==> config.mk <==
export PLATFORM = sky130hd
export DESIGN_NAME = swl_core
export DESIGN_NICKNAME = d
export VERILOG_FILES = /design/src/common/swl_pkg.sv /design/src/rtl/swl_core.sv
export SDC_FILE = /design/constraint.sdc
export NUM_CORES = 1
export LEC_CHECK = 0
export BUFFER_PORTS_ARGS = -buffer_cell sky130_fd_sc_hd__clkbuf_2
export CORE_MARGIN = 2
export CORE_UTILIZATION = 35
export CTS_CLUSTER_DIAMETER = 100
export DETAILED_ROUTE_END_ITERATION = 16
export PLACE_DENSITY_LB_ADDON = 0.12
export SYNTH_ARGS = -nofsm -noshare
export SYNTH_HDL_FRONTEND = slang
export SYNTH_SLANG_ARGS = --single-unit
==> constraint.sdc <==
create_clock -name CLK -period 3.2 [get_ports CLK]
set_clock_uncertainty 0.05 [all_clocks]
set_input_delay 0 -clock CLK [delete_from_list [all_inputs] [get_ports CLK]]
set_output_delay 0 -clock CLK [all_outputs]
set_load 0.01 [all_outputs]
==> src/common/swl_pkg.sv <==
// Package of register map, field positions and counts for the serial wakeup/loop control block
package swl_pkg;
	// Register byte offsets on the register bus
	localparam logic [7:0] OFS_CTRL_ONE = 8'h00;
	localparam logic [7:0] OFS_CTRL_TWO = 8'h04;
	localparam logic [7:0] OFS_STAT_ONE = 8'h08;
	localparam logic [7:0] OFS_STAT_TWO = 8'h0C;
	localparam logic [7:0] OFS_DATA_LOW = 8'h10;
	// serial_control_one fields
	localparam int C1_LOOP = 7;
	localparam int C1_RECEIVER_SOURCE_SELECT = 5;
	localparam int C1_LONG = 4;
	localparam int C1_WAKE = 3;
	localparam int C1_ILT = 2;
	// serial_control_two fields
	localparam int C2_TIE = 7;
	localparam int C2_TRANSMIT_COMPLETE_IRQ_ENABLE = 6;
	localparam int C2_RIE = 5;
	localparam int C2_LINE_IDLE_IRQ_ENABLE = 4;
	localparam int C2_TE = 3;
	localparam int C2_RE = 2;
	localparam int C2_RWU = 1;
	// serial_status_one fields
	localparam int S1_TRANSMIT_EMPTY_FLAG = 7;
	localparam int S1_TC = 6;
	localparam int S1_RECEIVE_FULL_FLAG = 5;
	localparam int S1_IDLE = 4;
	localparam int S1_OR = 3;
	// serial_status_two fields
	localparam int S2_TRANSMIT_PIN_DIRECTION = 1;
	// Reset values
	localparam logic [7:0] CTRL_ONE_RST = 8'h00;
	localparam logic [7:0] CTRL_TWO_RST = 8'h00;
	localparam logic [8:0] DATA_RST = 9'h000;
	// Ones needed for an idle character, short and long frames
	localparam logic [3:0] IDLE_SHORT = 4'hA;
	localparam logic [3:0] IDLE_LONG = 4'hB;
	// Data width and msb positions
	localparam int DW = 9;
	localparam int MSB_SHORT = 7;
	localparam int MSB_LONG = 8;
endpackage

==> src/rtl/swl_core.sv <==
// Serial interface control: standby wakeup, loop routing, status flags, interrupt, APB registers
`timescale 1ns/10ps
`default_nettype none
module swl_core (
	input wire logic CLK,
	input wire logic RESET_N,
	// APB slave
	input wire logic PSEL,
	input wire logic PENABLE,
	input wire logic PWRITE,
	input wire logic [7:0] PADDR,
	input wire logic [31:0] PWDATA,
	output logic [31:0] PRDATA,
	output logic PREADY,
	output logic PSLVERR,
	// Pins
	input wire logic RXD_PIN,
	input wire logic TXD_PIN_IN,
	output logic TXD_PIN_OUT,
	output logic TXD_PIN_OE_N,
	// Transmitter side
	input wire logic TX_SERIAL,
	input wire logic TX_LOAD,
	input wire logic TX_BUSY,
	input wire logic TX_QUEUED,
	output logic [8:0] TX_DATA,
	output logic TX_PENDING,
	output logic TX_ENABLE,
	// Receiver recovery side
	output logic RX_LINE,
	output logic RX_ENABLE,
	output logic RX_LONG,
	input wire logic RX_BIT_TICK,
	input wire logic RX_BIT,
	input wire logic RX_START,
	input wire logic RX_MSB_TICK,
	input wire logic RX_DONE,
	input wire logic [8:0] RX_DATA,
	// Interrupt
	output logic IRQ
);
	logic [7:0] ctrl1_q;
	logic [7:0] ctrl2_q;
	logic transmit_pin_direction_q;
	logic [8:0] rx_data_q;
	logic [8:0] tx_data_q;
	logic transmit_empty_flag_q, tc_q, receive_full_flag_q, idle_q, or_q;
	logic [4:0] seen_q;
	logic rwu_q;
	logic idle_arm_q;
	logic [3:0] ones_q;
	logic in_frame_q;
	logic [1:0] rxd_sync_q, txd_sync_q;
	logic rx_line_q, txd_out_q, txd_oe_n_q, irq_q;
	logic [31:0] prdata_q;
	logic setup, acc, wr, rd;
	logic hit_c1, hit_c2, hit_s1, hit_s2, hit_dl, hit_any;
	logic rd_s1, rd_dl, wr_dl;
	logic internal_loop_select, receiver_source_select, wake, idle_count_start_select, long_frame, te, re;
	logic [3:0] idle_target;
	logic idle_level, idle_event;
	logic frame_ok, msb_one;
	logic rx_in;

	// Address match of one register
	function automatic logic hit(input logic [7:0] a, input logic [7:0] ofs);
		return a == ofs;
	endfunction

	// Field views of control registers
	assign internal_loop_select = ctrl1_q[swl_pkg::C1_LOOP];
	assign receiver_source_select = ctrl1_q[swl_pkg::C1_RECEIVER_SOURCE_SELECT];
	assign wake = ctrl1_q[swl_pkg::C1_WAKE];
	assign idle_count_start_select = ctrl1_q[swl_pkg::C1_ILT];
	assign long_frame = ctrl1_q[swl_pkg::C1_LONG];
	assign te = ctrl2_q[swl_pkg::C2_TE];
	assign re = ctrl2_q[swl_pkg::C2_RE];

	// Bus phase decode
	assign setup = PSEL & ~PENABLE;
	assign acc = PSEL & PENABLE;
	assign wr = acc & PWRITE;
	assign rd = acc & ~PWRITE;
	always_comb begin
		hit_c1 = 1'b0;
		hit_c2 = 1'b0;
		hit_s1 = 1'b0;
		hit_s2 = 1'b0;
		hit_dl = 1'b0;
		if (hit(PADDR, swl_pkg::OFS_CTRL_ONE)) begin
			hit_c1 = 1'b1;
		end else if (hit(PADDR, swl_pkg::OFS_CTRL_TWO)) begin
			hit_c2 = 1'b1;
		end else if (hit(PADDR, swl_pkg::OFS_STAT_ONE)) begin
			hit_s1 = 1'b1;
		end else if (hit(PADDR, swl_pkg::OFS_STAT_TWO)) begin
			hit_s2 = 1'b1;
		end else if (hit(PADDR, swl_pkg::OFS_DATA_LOW)) begin
			hit_dl = 1'b1;
		end
	end
	assign hit_any = hit_c1 | hit_c2 | hit_s1 | hit_s2 | hit_dl;
	assign rd_s1 = rd & hit_s1;
	assign rd_dl = rd & hit_dl;
	assign wr_dl = wr & hit_dl;

	// Zero wait states; unmapped access answers with an error
	assign PREADY = 1'b1;
	assign PSLVERR = acc & ~hit_any;
	assign PRDATA = prdata_q;

	// Read data captured in the setup cycle
	always_ff @(posedge CLK or negedge RESET_N) begin
		if (!RESET_N) begin
			prdata_q <= 32'h0000_0000;
		end else if (setup & ~PWRITE) begin
			prdata_q <= 32'h0000_0000;
			if (hit_c1) begin
				prdata_q[7:0] <= ctrl1_q;
			end else if (hit_c2) begin
				prdata_q[7:0] <= {ctrl2_q[7:2], rwu_q, ctrl2_q[0]};
			end else if (hit_s1) begin
				prdata_q[swl_pkg::S1_TRANSMIT_EMPTY_FLAG] <= transmit_empty_flag_q;
				prdata_q[swl_pkg::S1_TC] <= tc_q;
				prdata_q[swl_pkg::S1_RECEIVE_FULL_FLAG] <= receive_full_flag_q;
				prdata_q[swl_pkg::S1_IDLE] <= idle_q;
				prdata_q[swl_pkg::S1_OR] <= or_q;
			end else if (hit_s2) begin
				prdata_q[swl_pkg::S2_TRANSMIT_PIN_DIRECTION] <= transmit_pin_direction_q;
			end else if (hit_dl) begin
				prdata_q[8:0] <= rx_data_q;
			end
		end
	end

	// Control registers
	always_ff @(posedge CLK or negedge RESET_N) begin
		if (!RESET_N) begin
			ctrl1_q <= swl_pkg::CTRL_ONE_RST;
			ctrl2_q <= swl_pkg::CTRL_TWO_RST;
			transmit_pin_direction_q <= 1'b0;
		end else if (wr) begin
			if (hit_c1) begin
				ctrl1_q <= PWDATA[7:0];
			end
			if (hit_c2) begin
				ctrl2_q <= PWDATA[7:0];
			end
			if (hit_s2) begin
				transmit_pin_direction_q <= PWDATA[swl_pkg::S2_TRANSMIT_PIN_DIRECTION];
			end
		end
	end

	// Transmit data holding register
	always_ff @(posedge CLK or negedge RESET_N) begin
		if (!RESET_N) begin
			tx_data_q <= swl_pkg::DATA_RST;
		end else if (wr_dl) begin
			tx_data_q <= PWDATA[8:0];
		end
	end

	// Pin synchronisers
	always_ff @(posedge CLK or negedge RESET_N) begin
		if (!RESET_N) begin
			rxd_sync_q <= 2'h3;
			txd_sync_q <= 2'h3;
		end else begin
			rxd_sync_q <= {rxd_sync_q[0], RXD_PIN};
			txd_sync_q <= {txd_sync_q[0], TXD_PIN_IN};
		end
	end

	// Receiver source routing; in loop mode idles high unless both ends are enabled
	always_comb begin
		rx_in = rxd_sync_q[1];
		if (internal_loop_select) begin
			if (!(te & re)) begin
				rx_in = 1'b1;
			end else if (receiver_source_select) begin
				rx_in = transmit_pin_direction_q ? txd_out_q : txd_sync_q[1];
			end else begin
				rx_in = txd_out_q;
			end
		end
	end

	// Receiver line and transmit pin drive
	always_ff @(posedge CLK or negedge RESET_N) begin
		if (!RESET_N) begin
			rx_line_q <= 1'b1;
			txd_out_q <= 1'b1;
			txd_oe_n_q <= 1'b0;
		end else begin
			rx_line_q <= rx_in;
			txd_out_q <= (te & ~tc_q) ? TX_SERIAL : 1'b1;
			txd_oe_n_q <= (internal_loop_select & receiver_source_select) ? ~transmit_pin_direction_q : 1'b0;
		end
	end

	// Frame window for idle counting after the stop bit
	always_ff @(posedge CLK or negedge RESET_N) begin
		if (!RESET_N) begin
			in_frame_q <= 1'b0;
		end else if (RX_START) begin
			in_frame_q <= 1'b1;
		end else if (RX_DONE) begin
			in_frame_q <= 1'b0;
		end
	end

	// Consecutive ones counter, saturates at the idle length
	assign idle_target = long_frame ? swl_pkg::IDLE_LONG : swl_pkg::IDLE_SHORT;
	assign idle_level = ones_q >= idle_target; // Holds even if the frame length shrinks mid-idle
	assign idle_event = RX_BIT_TICK & RX_BIT & (ones_q == idle_target - 4'h1);
	always_ff @(posedge CLK or negedge RESET_N) begin
		if (!RESET_N) begin
			ones_q <= 4'h0;
		end else if (!re) begin
			ones_q <= 4'h0;
		end else if (idle_count_start_select & (in_frame_q | RX_START)) begin
			ones_q <= 4'h0;
		end else if (RX_BIT_TICK) begin
			if (!RX_BIT) begin
				ones_q <= 4'h0;
			end else if (!idle_level) begin
				ones_q <= ones_q + 4'h1;
			end
		end
	end

	// Standby request: set by software, cleared by the selected wakeup
	assign msb_one = RX_MSB_TICK & RX_BIT;
	always_ff @(posedge CLK or negedge RESET_N) begin
		if (!RESET_N) begin
			rwu_q <= 1'b0;
		end else if (wr & hit_c2) begin
			rwu_q <= PWDATA[swl_pkg::C2_RWU];
		end else if (rwu_q & re) begin
			if (!wake & idle_level) begin
				rwu_q <= 1'b0;
			end else if (wake & msb_one) begin
				rwu_q <= 1'b0;
			end
		end
	end

	// Receive data register, loaded even in standby
	assign frame_ok = RX_DONE & re;
	always_ff @(posedge CLK or negedge RESET_N) begin
		if (!RESET_N) begin
			rx_data_q <= swl_pkg::DATA_RST;
		end else if (frame_ok & (rwu_q | ~receive_full_flag_q)) begin
			rx_data_q <= RX_DATA;
		end
	end

	// Flags the last status read returned; only those may be cleared next
	always_ff @(posedge CLK or negedge RESET_N) begin
		if (!RESET_N) begin
			seen_q <= 5'h00;
		end else if (rd_s1) begin
			seen_q <= {prdata_q[swl_pkg::S1_TRANSMIT_EMPTY_FLAG], prdata_q[swl_pkg::S1_TC],
				prdata_q[swl_pkg::S1_RECEIVE_FULL_FLAG], prdata_q[swl_pkg::S1_IDLE], prdata_q[swl_pkg::S1_OR]};
		end else if (rd_dl | wr_dl) begin
			seen_q <= 5'h00;
		end
	end

	// Transmit-empty flag
	always_ff @(posedge CLK or negedge RESET_N) begin
		if (!RESET_N) begin
			transmit_empty_flag_q <= 1'b1;
		end else if (TX_LOAD) begin
			transmit_empty_flag_q <= 1'b1;
		end else if (wr_dl & seen_q[4]) begin
			transmit_empty_flag_q <= 1'b0;
		end
	end

	// Transmit-complete flag
	always_ff @(posedge CLK or negedge RESET_N) begin
		if (!RESET_N) begin
			tc_q <= 1'b1;
		end else if (transmit_empty_flag_q & ~(wr_dl & seen_q[4]) & ~TX_BUSY & ~TX_LOAD) begin
			tc_q <= 1'b1;
		end else if (TX_QUEUED | (wr_dl & seen_q[3])) begin
			tc_q <= 1'b0;
		end
	end

	// Receive-full and overrun flags
	always_ff @(posedge CLK or negedge RESET_N) begin
		if (!RESET_N) begin
			receive_full_flag_q <= 1'b0;
			or_q <= 1'b0;
		end else begin
			if (frame_ok & ~rwu_q & ~receive_full_flag_q) begin
				receive_full_flag_q <= 1'b1;
			end else if (rd_dl & seen_q[2]) begin
				receive_full_flag_q <= 1'b0;
			end
			if (frame_ok & ~rwu_q & receive_full_flag_q) begin
				or_q <= 1'b1;
			end else if (rd_dl & seen_q[0]) begin
				or_q <= 1'b0;
			end
		end
	end

	// Line-idle flag and its rearm after a valid frame
	always_ff @(posedge CLK or negedge RESET_N) begin
		if (!RESET_N) begin
			idle_q <= 1'b0;
			idle_arm_q <= 1'b1;
		end else begin
			if (idle_event & idle_arm_q & ~rwu_q & re) begin
				idle_q <= 1'b1;
			end else if (rd_dl & seen_q[1]) begin
				idle_q <= 1'b0;
			end
			if (frame_ok & ~rwu_q & ~receive_full_flag_q) begin
				idle_arm_q <= 1'b1;
			end else if (idle_event & idle_arm_q & ~rwu_q & re) begin
				idle_arm_q <= 1'b0;
			end
		end
	end

	// Merged interrupt, receiver terms masked in standby; no clock gating so it works in wait
	always_ff @(posedge CLK or negedge RESET_N) begin
		if (!RESET_N) begin
			irq_q <= 1'b0;
		end else begin
			irq_q <= (transmit_empty_flag_q & ctrl2_q[swl_pkg::C2_TIE])
				| (tc_q & ctrl2_q[swl_pkg::C2_TRANSMIT_COMPLETE_IRQ_ENABLE])
				| (~rwu_q & (receive_full_flag_q | or_q) & ctrl2_q[swl_pkg::C2_RIE])
				| (~rwu_q & idle_q & ctrl2_q[swl_pkg::C2_LINE_IDLE_IRQ_ENABLE]);
		end
	end

	// Outputs
	assign IRQ = irq_q;
	assign TXD_PIN_OUT = txd_out_q;
	assign TXD_PIN_OE_N = txd_oe_n_q;
	assign RX_LINE = rx_line_q;
	assign TX_DATA = tx_data_q;
	assign TX_PENDING = ~transmit_empty_flag_q;
	assign TX_ENABLE = te;
	assign RX_ENABLE = re;
	assign RX_LONG = long_frame;
endmodule
`default_nettype wire

==> reports/results.ini, run 1 <==
[status]
status=complete, no violations

[clock_network]
clk_latency_ns=0.36
cts_hold_buf=30
clockBufferDepth=2
htreeDepth=3
clkTransAtPathRegs_ns=0.08
cts.sinks=68
cts_resized=0
ctsRootBufferMaster=clkbuf_8
cts_buffers=9
cts_tree=built
postCtsSetupRepairBufs=0

[placed_design]
hpwlAfterDp_um=5770
dpl-instance-area_um2=3710
portBuffers=68
gp_congestion=0.746
dp_cells=484

[final_layout]
fin_nets=463
n_antenna_cell=0
fin_cells=530
finalInstanceArea_um2=4170
drive_gt1_frac=0.347
area_growth_syn_to_layout_pct=25.2

[detailed_routing]
vias_per_cell=4.86
vias=2574
drcViolationCount=0
drt-pass1-iter-count=4
drt_iter0_drc=94
routed_wirelength_um=8090
ant_nets=0
wl_per_cell_um=15.3

[flow_run]
max_cap_viol_count=0

[worst_setup_path]
r2r_start=ones_q[0]$_DFFE_PN0P_
crit_path_cell_trace=inv_1 > ha_1 > nor2_1 > a21oi_1 > nand4b_1 > dlygate4sd3_1 > a21oi_1
reg2reg_to=ones_q[1]$_DFFE_PN0P_
cp-start-kind=register
critPathMaxStageDelay_ns=0.55
critPathRequiredTime_ns=3.40
path_class=register to register
rr_worst_depth=7
cp_slowest_cell=dlygate4sd3_1
r2r_slack_ns=1.05
end_kind=register
crit_fanout=6
worstPathArrival_ns=2.35
crit_top_cell=a21oi_1

[floorplanning]
rows=35
start_util=0.360
die_w_um=101
die_y_um=101
core_um2=9240
die-area_um2=10300
ios=116

[grt]
antenna_found_initial=0
grt_pass1_wl_um=13100
grt_start_max_net_pins=61
grt_pass1_vias=2568
grt.total_usage=0.168
grt_overflow=0

[timing]
final_hold_viol_count=0
worstMarginPinSlew_ns=0.874
worst_hold_slack_ns=0.00100
period_share=0.671
setup_violations=0
slew_viol_final=0
fmax_ghz=0.465
final.setup.tns_ns=0
rsz0062_at_grt=no
max_slew_margin=0.412
fin_crit_ns=2.15

[synth]
synth_flop_cell=dfrtp_1
ys_warn_count=0
synth_cell_types=46
syn_avg_cell_area_um2=11.1
postSynth.asyncResetShare=1.00
synth_edf_count=0
syn_area_um2=3330
seq_area_frac_synth=0.515
synth-seq-cells=68
synth_cells=299

[power_and_ir_drop]
peakVddDrop_mv=0.160
power_density_nw_per_um2=409
leakage_nw=2.00

[hold_path]
hp-class=primary input to async pin

[through the flow]
| step | total power (W) | util | worst slack (ns) |
|---|---|---|---|
| 2_1_floorplan | 0.00103 | - | 1.09 |
| 3_3_place_gp | 0.00108 | 0.401 | 0.859 |
| 3_5_place_dp | 0.00109 | 0.401 | 0.821 |
| 4_1_cts | 0.00173 | 0.451 | 1.08 |
| 5_1_grt | 0.00179 | 0.451 | 0.913 |
| 6_report | 0.00170 | 0.451 | 1.05 |
[metal layers]
metal  routed length [µm]  share of wire  track usage
met1                 3810           0.47        0.228
met2                 3770           0.47        0.264
met3                  404          0.050       0.0324
met4                  102          0.013       0.0686
met5                    0              0            0
[worst max path at each step]
stage                     startpoint                      to  slack [ns]  cells past startpoint
3_3_place_gp                PADDR[6]  ctrl1_q[0]$_DFFE_PN0P_        0.86                      5
3_5_place_dp                PADDR[6]  ctrl1_q[4]$_DFFE_PN0P_        0.82                      5
4_1_cts        ones_q[0]$_DFFE_PN0P_   ones_q[1]$_DFFE_PN0P_        1.08                      7
5_1_grt        ones_q[0]$_DFFE_PN0P_   ones_q[1]$_DFFE_PN0P_        0.91                      7
2_1_floorplan               PADDR[6]  ctrl2_q[0]$_DFFE_PN0P_        1.09                      7
6_report       ones_q[0]$_DFFE_PN0P_   ones_q[1]$_DFFE_PN0P_        1.05                      7
[registers in the layout, indices dropped and copies added, names as in the netlist, 2 cells and up]
name / count
PRDATA: 9
TX_DATA: 9
ctrl1_q: 8
ctrl2_q: 7
ones_q: 4
rx_data_q: 9
rxd_sync_q: 2
seen_q: 5
txd_sync_q: 2
[synth_stat cells, types with 8 or more instances]
cell type,n,area [µm²]
nor2b_1,10,62.6
nand2_1,18,67.6
o31ai_1,10,75.1
mux2_2,27,304
dfrtp_1,59,1480
o21ai_0,10,50.1
buf_4,24,180
inv_1,20,75.1
mux2_4,8,120
a22oi_1,8,60.1
nor2_1,10,37.5
dfstp_2,9,236
clkbuf_1,9,33.8
[power by group]
group	leakage, nW	internal, W	total [W]	switching, W
Sequential	0.888	0.000896	0.000920	0.0000237
Clock	0.0856	0.000274	0.000608	0.000334
Combinational	1.03	0.0000830	0.000175	0.0000921
Total	2.00	0.00125	0.00170	0.000450
[critical path, delay by kind of cell (launching register included)]
kind | cells | cell delay, ns
AO/OA/AOI/OAI | 2 | 0.45
adder cells (fa/ha/maj) | 1 | 0.27
buffers and inverters | 2 | 0.62
flip-flops | 1 | 0.43
AND/OR/NAND/NOR | 2 | 0.22
[placed cells by master, fill, tap and decap left out, types with 3 or more instances in the layout]
master / n
a21oi_1: 7
a22oi_1: 8
a31oi_1: 4
a41oi_1: 3
clkbuf_2: 67
clkbuf_8: 9
clkinv_2: 5
conb_1: 24
dfrtp_1: 59
dfstp_2: 9
dlygate4sd3_1: 30
inv_1: 20
mux2_2: 27
mux2_4: 8
nand2_1: 18
nand2b_1: 4
nand3_1: 6
nand4_1: 3
nor2_1: 10
nor2b_1: 10
nor3_1: 3
nor4_1: 6
o21ai_0: 10
o22ai_1: 5
o31ai_1: 10
or3_1: 3
[cell families (layout without fill, tap and decap cells)]
kind of cell	Yosys count	in the layout	share of synthesized area
muxes	36	36	0.131
DFF	68	68	0.515
AOI/OAI and AO/OA	58	58	0.119
other	2	24	0.00226
buffers and inverters	57	137	0.0967
and+or+nand+nor	75	75	0.126
xor gates and xnor gates	1	1	0.00263
adders and majority gates	2	2	0.00752
[cell type report]
cell class | instances | area (µm²)
clock inverter | 6 | 32.5
timing repair buffer | 101 | 676
clock buffer | 10 | 128
inverter | 20 | 75.1
fill | 910 | 5070
multi-input combinational | 196 | 1380
tap | 129 | 161
sequential | 68 | 1710
No activity file was read; power rests on OpenSTA's default activity.
==> inputs of run 2 (changes only) <==
clock period = 2.25 ns   (was 3.2 ns; I/O delays follow)
==> run 2 against run 1 <==
Net effect: total power grew 54%; sequential cell count unchanged; via count is 1.2% higher; worst hold slack better by 0.12 ns; sequential share of layout area down 1.3 points; combinational power rose by 46%; maximum frequency grew 1.9%; clock power up 73%; routed wire length fell by 0.32%; critical path type unchanged; highest routed layer unchanged.
==> reports/results.ini, run 2 (same netlist as run 1, synthesis figures left out) <==
[status]
status=complete, no violations

[final_layout]
n_antenna_cell=0  ; unchanged
fin_nets=474  ; +2.4%
drive_gt1_frac=0.367  ; +0.0199
area_growth_syn_to_layout_pct=29.4
mostFrequentLayoutCell=clkbuf_2
fillers=892  ; -2.0%
fin_util=0.466  ; +0.0150
fin_cells=541  ; +2.1%
final_cell_mix=67 x clkbuf_2, 59 x dfrtp_1, 31 x dlygate4sd3_1

[timing]
rsz0062_at_grt=no
max_slew_margin=0.628  ; +0.215
fmax_ghz=0.474  ; +1.9%
worstMarginPinSlew_ns=0.557  ; -0.317 ns
setup_violations=0  ; unchanged
fin_crit_ns=2.11  ; -0.0403 ns
final_hold_viol_count=0  ; unchanged
final.setup.tns_ns=0  ; unchanged
period_share=0.937  ; +0.266
slew_viol_final=0  ; unchanged

[worst_setup_path]
end_kind=register
cp_num_buf_inv=2  ; unchanged
cp-startpoint=ones_q[0]$_DFFE_PN0P_
cp_top_family=buffers and inverters
critPathMaxStageDelay_ns=0.56  ; about the same
critPathRequiredTime_ns=2.48  ; -0.92 ns
r2r_start=ones_q[0]$_DFFE_PN0P_
crit_fanout=6  ; unchanged
cp_slowest_cell=dlygate4sd3_1
rr_worst_depth=7  ; unchanged
r2r_slack_ns=0.14  ; -0.91 ns
reg2reg_to=ones_q[1]$_DFFE_PN0P_
crit_end=ones_q[1]$_DFFE_PN0P_
cp.depth=7  ; unchanged
cp-start-kind=register
crit_path_cell_trace=inv_1 > ha_1 > nor2_1 > a21oi_2 > nand4b_1 > dlygate4sd3_1 > a21oi_1
path_class=register to register
worstPathArrival_ns=2.33  ; -0.02 ns

[floorplanning]
ios=116  ; unchanged
die-area_um2=10300  ; unchanged
core_um2=9240  ; unchanged
rows=35  ; unchanged
die_y_um=101  ; unchanged
start_util=0.360  ; unchanged
die_w_um=101  ; unchanged

[placed_design]
dp_cells=494  ; +2.1%
portBuffers=68  ; unchanged
gp_congestion=0.785  ; +5.3%
hpwlAfterDp_um=5690  ; -1.4%

[power_and_ir_drop]
power_density_nw_per_um2=607  ; +49%
leakage_nw=2.07  ; +3.7%
peakVddDrop_mv=0.356  ; +120%

[grt]
grt_overflow=0  ; unchanged
grt_pass1_wl_um=13200  ; +1.2%
grt.total_usage=0.169  ; +0.00151
grt_start_max_net_pins=69  ; +13%
grt_pass1_vias=2587  ; +0.74%
antenna_found_initial=0  ; unchanged

[clock_network]
clockBufferDepth=2  ; unchanged
cts_buffers=9  ; unchanged
clkTransAtPathRegs_ns=0.08  ; about the same
clk_latency_ns=0.35  ; about the same
cts.sinks=68  ; unchanged
postCtsSetupRepairBufs=0  ; unchanged
cts_tree=built
htreeDepth=3  ; unchanged
ctsRootBufferMaster=clkbuf_8

[detailed_routing]
routed_wirelength_um=8070  ; -0.32%
wl_per_cell_um=14.9  ; -2.3%
ant_nets=0  ; unchanged
vias=2606  ; +1.2%
drt_iter0_drc=149  ; +59%
drcViolationCount=0  ; unchanged
vias_per_cell=4.82  ; -0.82%
drt-pass1-iter-count=4  ; unchanged

[flow_run]
max_cap_viol_count=0  ; unchanged

[hold_path]
hp-class=primary input to register

## run 2: changes by cell type in the layout (fill, tap and decap cells not counted)
| cell | delta |
|---|---|
| buf_4 | +10 |
| clkbuf_8 | +1 |
| inv_6 | +1 |
| clkbuf_1 | -1 |
| a21oi_1 | -1 |
| bufinv_16 | +1 |
| dlygate4sd3_1 | +1 |
| a21oi_2 | +1 |
| clkinv_2 | -5 |
| clkinv_4 | +3 |
## run 2: report_power, final
group          switching, W  leakage (nW)  internal (W)  total [W]
Sequential        0.0000315         0.888       0.00127    0.00130
Combinational      0.000133          1.08      0.000122   0.000256
Clock              0.000503         0.103      0.000551    0.00105
Total              0.000668          2.07       0.00195    0.00261
## run 2: repair_timing
item,in CTS,in global routing
resized for setup,0,1
endpoints found under the setup margin,0,1
hold buffers,31,0
endpoints found under the hold margin,115,0
## run 2: metrics by stage
stage                     setup slack, ns  hold slack [ns]  power [W]  instance area (µm²)
after floorplan                     0.140           -0.346    0.00146                 3410
after global placement              0.222          0.00919    0.00154                 3780
after detailed placement            0.208          0.00471    0.00155                 3780
after CTS                          0.0744            0.101    0.00266                 4300
after global routing               0.0622            0.141    0.00275                 4310
final                               0.142            0.119    0.00261                 4310
## run 2: worst min path at each step
stage / from / to / slack [ns] / depth (start not counted)
3_3_place_gp: RESET_N / seen_q[4]$_DFFE_PN0P_ / 0.009 / 2
6_report: PADDR[7] / seen_q[0]$_DFFE_PN0P_ / 0.12 / 5
2_1_floorplan: RESET_N / IRQ$_DFF_PN0_ / -0.35 / 0
5_1_grt: PADDR[7] / seen_q[0]$_DFFE_PN0P_ / 0.14 / 5
4_1_cts: PADDR[7] / seen_q[0]$_DFFE_PN0P_ / 0.10 / 5
3_5_place_dp: RESET_N / rx_data_q[8]$_DFFE_PN0P_ / 0.005 / 2
## run 2: worst register-to-register path: stages, from the launching register on
cell	delay, ns
dfrtp_1	0.45
inv_1	0.07
ha_1	0.27
nor2_1	0.20
a21oi_2	0.14
nand4b_1	0.18
dlygate4sd3_1	0.56
a21oi_1	0.12
## run 2: area by class of cell
cell class	count	area [µm²]	area share
clock buffers	10	138	0.0320
clock inverters	6	72.6	0.0169
inverters	20	75.1	0.0174
repair buffers	112	761	0.177
flip-flops and latches	68	1710	0.398
multi-input cells	196	1390	0.322
well taps	129	161	0.0375
## run 2: routing by layer
layer  share of wire  wire [µm]  global-route usage  up-vias
li1                -          -                   -     1234
met1            0.46       3700               0.229     1282
met2            0.48       3890               0.268       82
met3           0.048        384              0.0476        8
met4           0.012         96              0.0468        0
met5               0          0                   0        -
==> inputs of run 3 (changes only) <==
CORE_UTILIZATION = 49   (was 35)
==> run 3 against run 2 <==
Net effect: die area down 28%; routed wire length down 5.6%; non-clock buffer count down 2; cell area down 1.8%; total power about the same; critical endpoint unchanged; sequential share of layout area up 0.74 points; clock-buffer cell count up 1; sequential cell count unchanged; final cell count down 9.4%; critical path depth unchanged; largest power group unchanged.
==> reports/results.ini, run 3 (same netlist as run 1, synthesis figures left out) <==
[final_layout]
drive_gt1_frac=0.366  ; -0.000651
mostFrequentLayoutCell=clkbuf_2
final_cell_mix=67 x clkbuf_2, 59 x dfrtp_1, 30 x dlygate4sd3_1
n_antenna_cell=0  ; unchanged
area_growth_syn_to_layout_pct=27.0
fin_nets=472  ; -0.42%
fin_cells=490  ; -9.4%

[floorplanning]
die-area_um2=7460  ; -28%
start_util=0.498  ; +0.138
die_w_um=86.4  ; -15%
core_um2=6680  ; -28%
rows=30  ; -14%
die_y_um=86.4  ; -15%
ios=116  ; unchanged

[clock_network]
cts.sinks=68  ; unchanged
cts_tree=built
ctsRootBufferMaster=clkbuf_8
clkTransAtPathRegs_ns=0.08  ; about the same
postCtsSetupRepairBufs=0  ; unchanged
htreeDepth=3  ; unchanged
cts_buffers=9  ; unchanged
clk_latency_ns=0.34  ; about the same
clockBufferDepth=2  ; unchanged

[power_and_ir_drop]
leakage_nw=2.06  ; -0.55%
peakVddDrop_mv=0.435  ; +22%
power.internal_w=0.00197  ; +1.1%
switchingPower_w=0.000650  ; -2.8%
finalPower_w=0.00262  ; about the same
pwr-share-comb=0.097  ; about the same
seqPwrFrac=0.498  ; about the same
power_density_nw_per_um2=619  ; +1.9%
switching_share=0.248  ; -0.00727
pwr-share-clk=0.405  ; +0.002

[grt]
grt_pass1_vias=2450  ; -5.3%
antenna_found_initial=0  ; unchanged
grt.total_usage=0.217  ; +0.0479
grt_start_max_net_pins=44  ; -36%
grt_overflow=0  ; unchanged
grt_pass1_wl_um=12300  ; -6.9%

[placed_design]
portBuffers=68  ; unchanged
hpwlAfterDp_um=5340  ; -6.2%
dp_cells=444  ; -10%
gp_congestion=0.842  ; +7.2%

[detailed_routing]
routed_wirelength_um=7620  ; -5.6%
drt-pass1-iter-count=4  ; unchanged
vias=2613  ; +0.27%
drcViolationCount=0  ; unchanged
drt_iter0_drc=152  ; +2.0%
wl_per_cell_um=15.5  ; +4.2%
ant_nets=0  ; unchanged
vias_per_cell=5.33  ; +11%

[timing]
slew_viol_final=0  ; unchanged
final.setup.tns_ns=0  ; unchanged
fmax_ghz=0.484  ; +2.1%
period_share=0.918  ; -0.0192
fin_crit_ns=2.06  ; -0.0432 ns
final_hold_viol_count=0  ; unchanged
rsz0062_at_grt=no
max_slew_margin=0.575  ; -0.0529
setup_violations=0  ; unchanged
worstMarginPinSlew_ns=0.638  ; +0.0806 ns

[worst_setup_path]
cp_slowest_cell=dlygate4sd3_1
r2r_start=ones_q[0]$_DFFE_PN0P_
rr_worst_depth=7  ; unchanged
critPathMaxStageDelay_ns=0.57  ; about the same
cp-startpoint=ones_q[0]$_DFFE_PN0P_
critPathRequiredTime_ns=2.47  ; about the same
r2r_slack_ns=0.19  ; +0.04 ns
path_class=register to register
crit_end=ones_q[1]$_DFFE_PN0P_
reg2reg_to=ones_q[1]$_DFFE_PN0P_
crit_fanout=6  ; unchanged
cp-start-kind=register
end_kind=register
crit_path_cell_trace=inv_1 > ha_1 > nor2_1 > a21oi_2 > nand4b_1 > dlygate4sd3_1 > a21oi_1
worstPathArrival_ns=2.29  ; -0.04 ns

[hold_path]
worstHoldStart=TX_QUEUED
hp-class=primary input to register

[flow_run]
max_cap_viol_count=0  ; unchanged

[status]
status=complete, no violations

run 3: how the worst min path moves through the flow:
stage	end	slack, ns	cells past startpoint
2_1_floorplan	IRQ$_DFF_PN0_	-0.35	0
3_3_place_gp	seen_q[4]$_DFFE_PN0P_	0.006	1
3_5_place_dp	seen_q[4]$_DFFE_PN0P_	0.007	1
4_1_cts	tc_q$_DFFE_PN1P_	0.003	4
5_1_grt	tc_q$_DFFE_PN1P_	0.02	4
6_report	tc_q$_DFFE_PN1P_	0.02	4
run 3: what timing repair did:
item	4_1_cts	5_1_grt
gates resized for setup	0	1
endpoints found under the hold margin	72	0
hold buffers	30	0
endpoints found under the setup margin	0	1
run 3: metal layers:
| metal | vias up | routed length [µm] | global-route usage |
|---|---|---|---|
| li1 | 1233 | - | - |
| met1 | 1289 | 3490 | 0.317 |
| met2 | 81 | 3610 | 0.320 |
| met3 | 10 | 390 | 0.0467 |
| met4 | 0 | 123 | 0.0810 |
| met5 | - | 0 | 0 |
run 3: critical path, delay by kind of cell, from the launching register on:
| kind | cells | cell delay [ns] |
|---|---|---|
| AND/OR/NAND/NOR | 2 | 0.35 |
| adder cells (fa/ha/maj) | 1 | 0.27 |
| flip-flops | 1 | 0.44 |
| buffers and inverters | 2 | 0.64 |
| AO/OA/AOI/OAI | 2 | 0.25 |
run 3: area by class of cell:
type                       instances  area (µm²)
clock inverter                     5        58.8
clock buffer                      11         151
multi-input combinational        196        1390
tap                               80         100
sequential                        68        1710
timing repair buffer             110         743
inverter                          20        75.1
fill                             571        2450
run 3: stage by stage:
stage	area (µm²)	utilization	hold slack, ns	setup WS (ns)
6_report	4230	0.633	0.0182	0.185
5_1_grt	4230	0.633	0.0184	0.0666
3_3_place_gp	3710	0.556	0.00595	0.241
4_1_cts	4220	0.632	0.00291	0.110
3_5_place_dp	3710	0.556	0.00680	0.225
2_1_floorplan	3410	-	-0.346	0.140
run 3: power groups by stage:
stage / clock [W] / combinational [W] / sequential, W
2_1_floorplan: 0 / 0.000148 / 0.00132
3_3_place_gp: 0 / 0.000210 / 0.00133
3_5_place_dp: 0 / 0.000214 / 0.00133
4_1_cts: 0.00108 / 0.000254 / 0.00130
5_1_grt: 0.00114 / 0.000283 / 0.00131
6_report: 0.00106 / 0.000253 / 0.00130
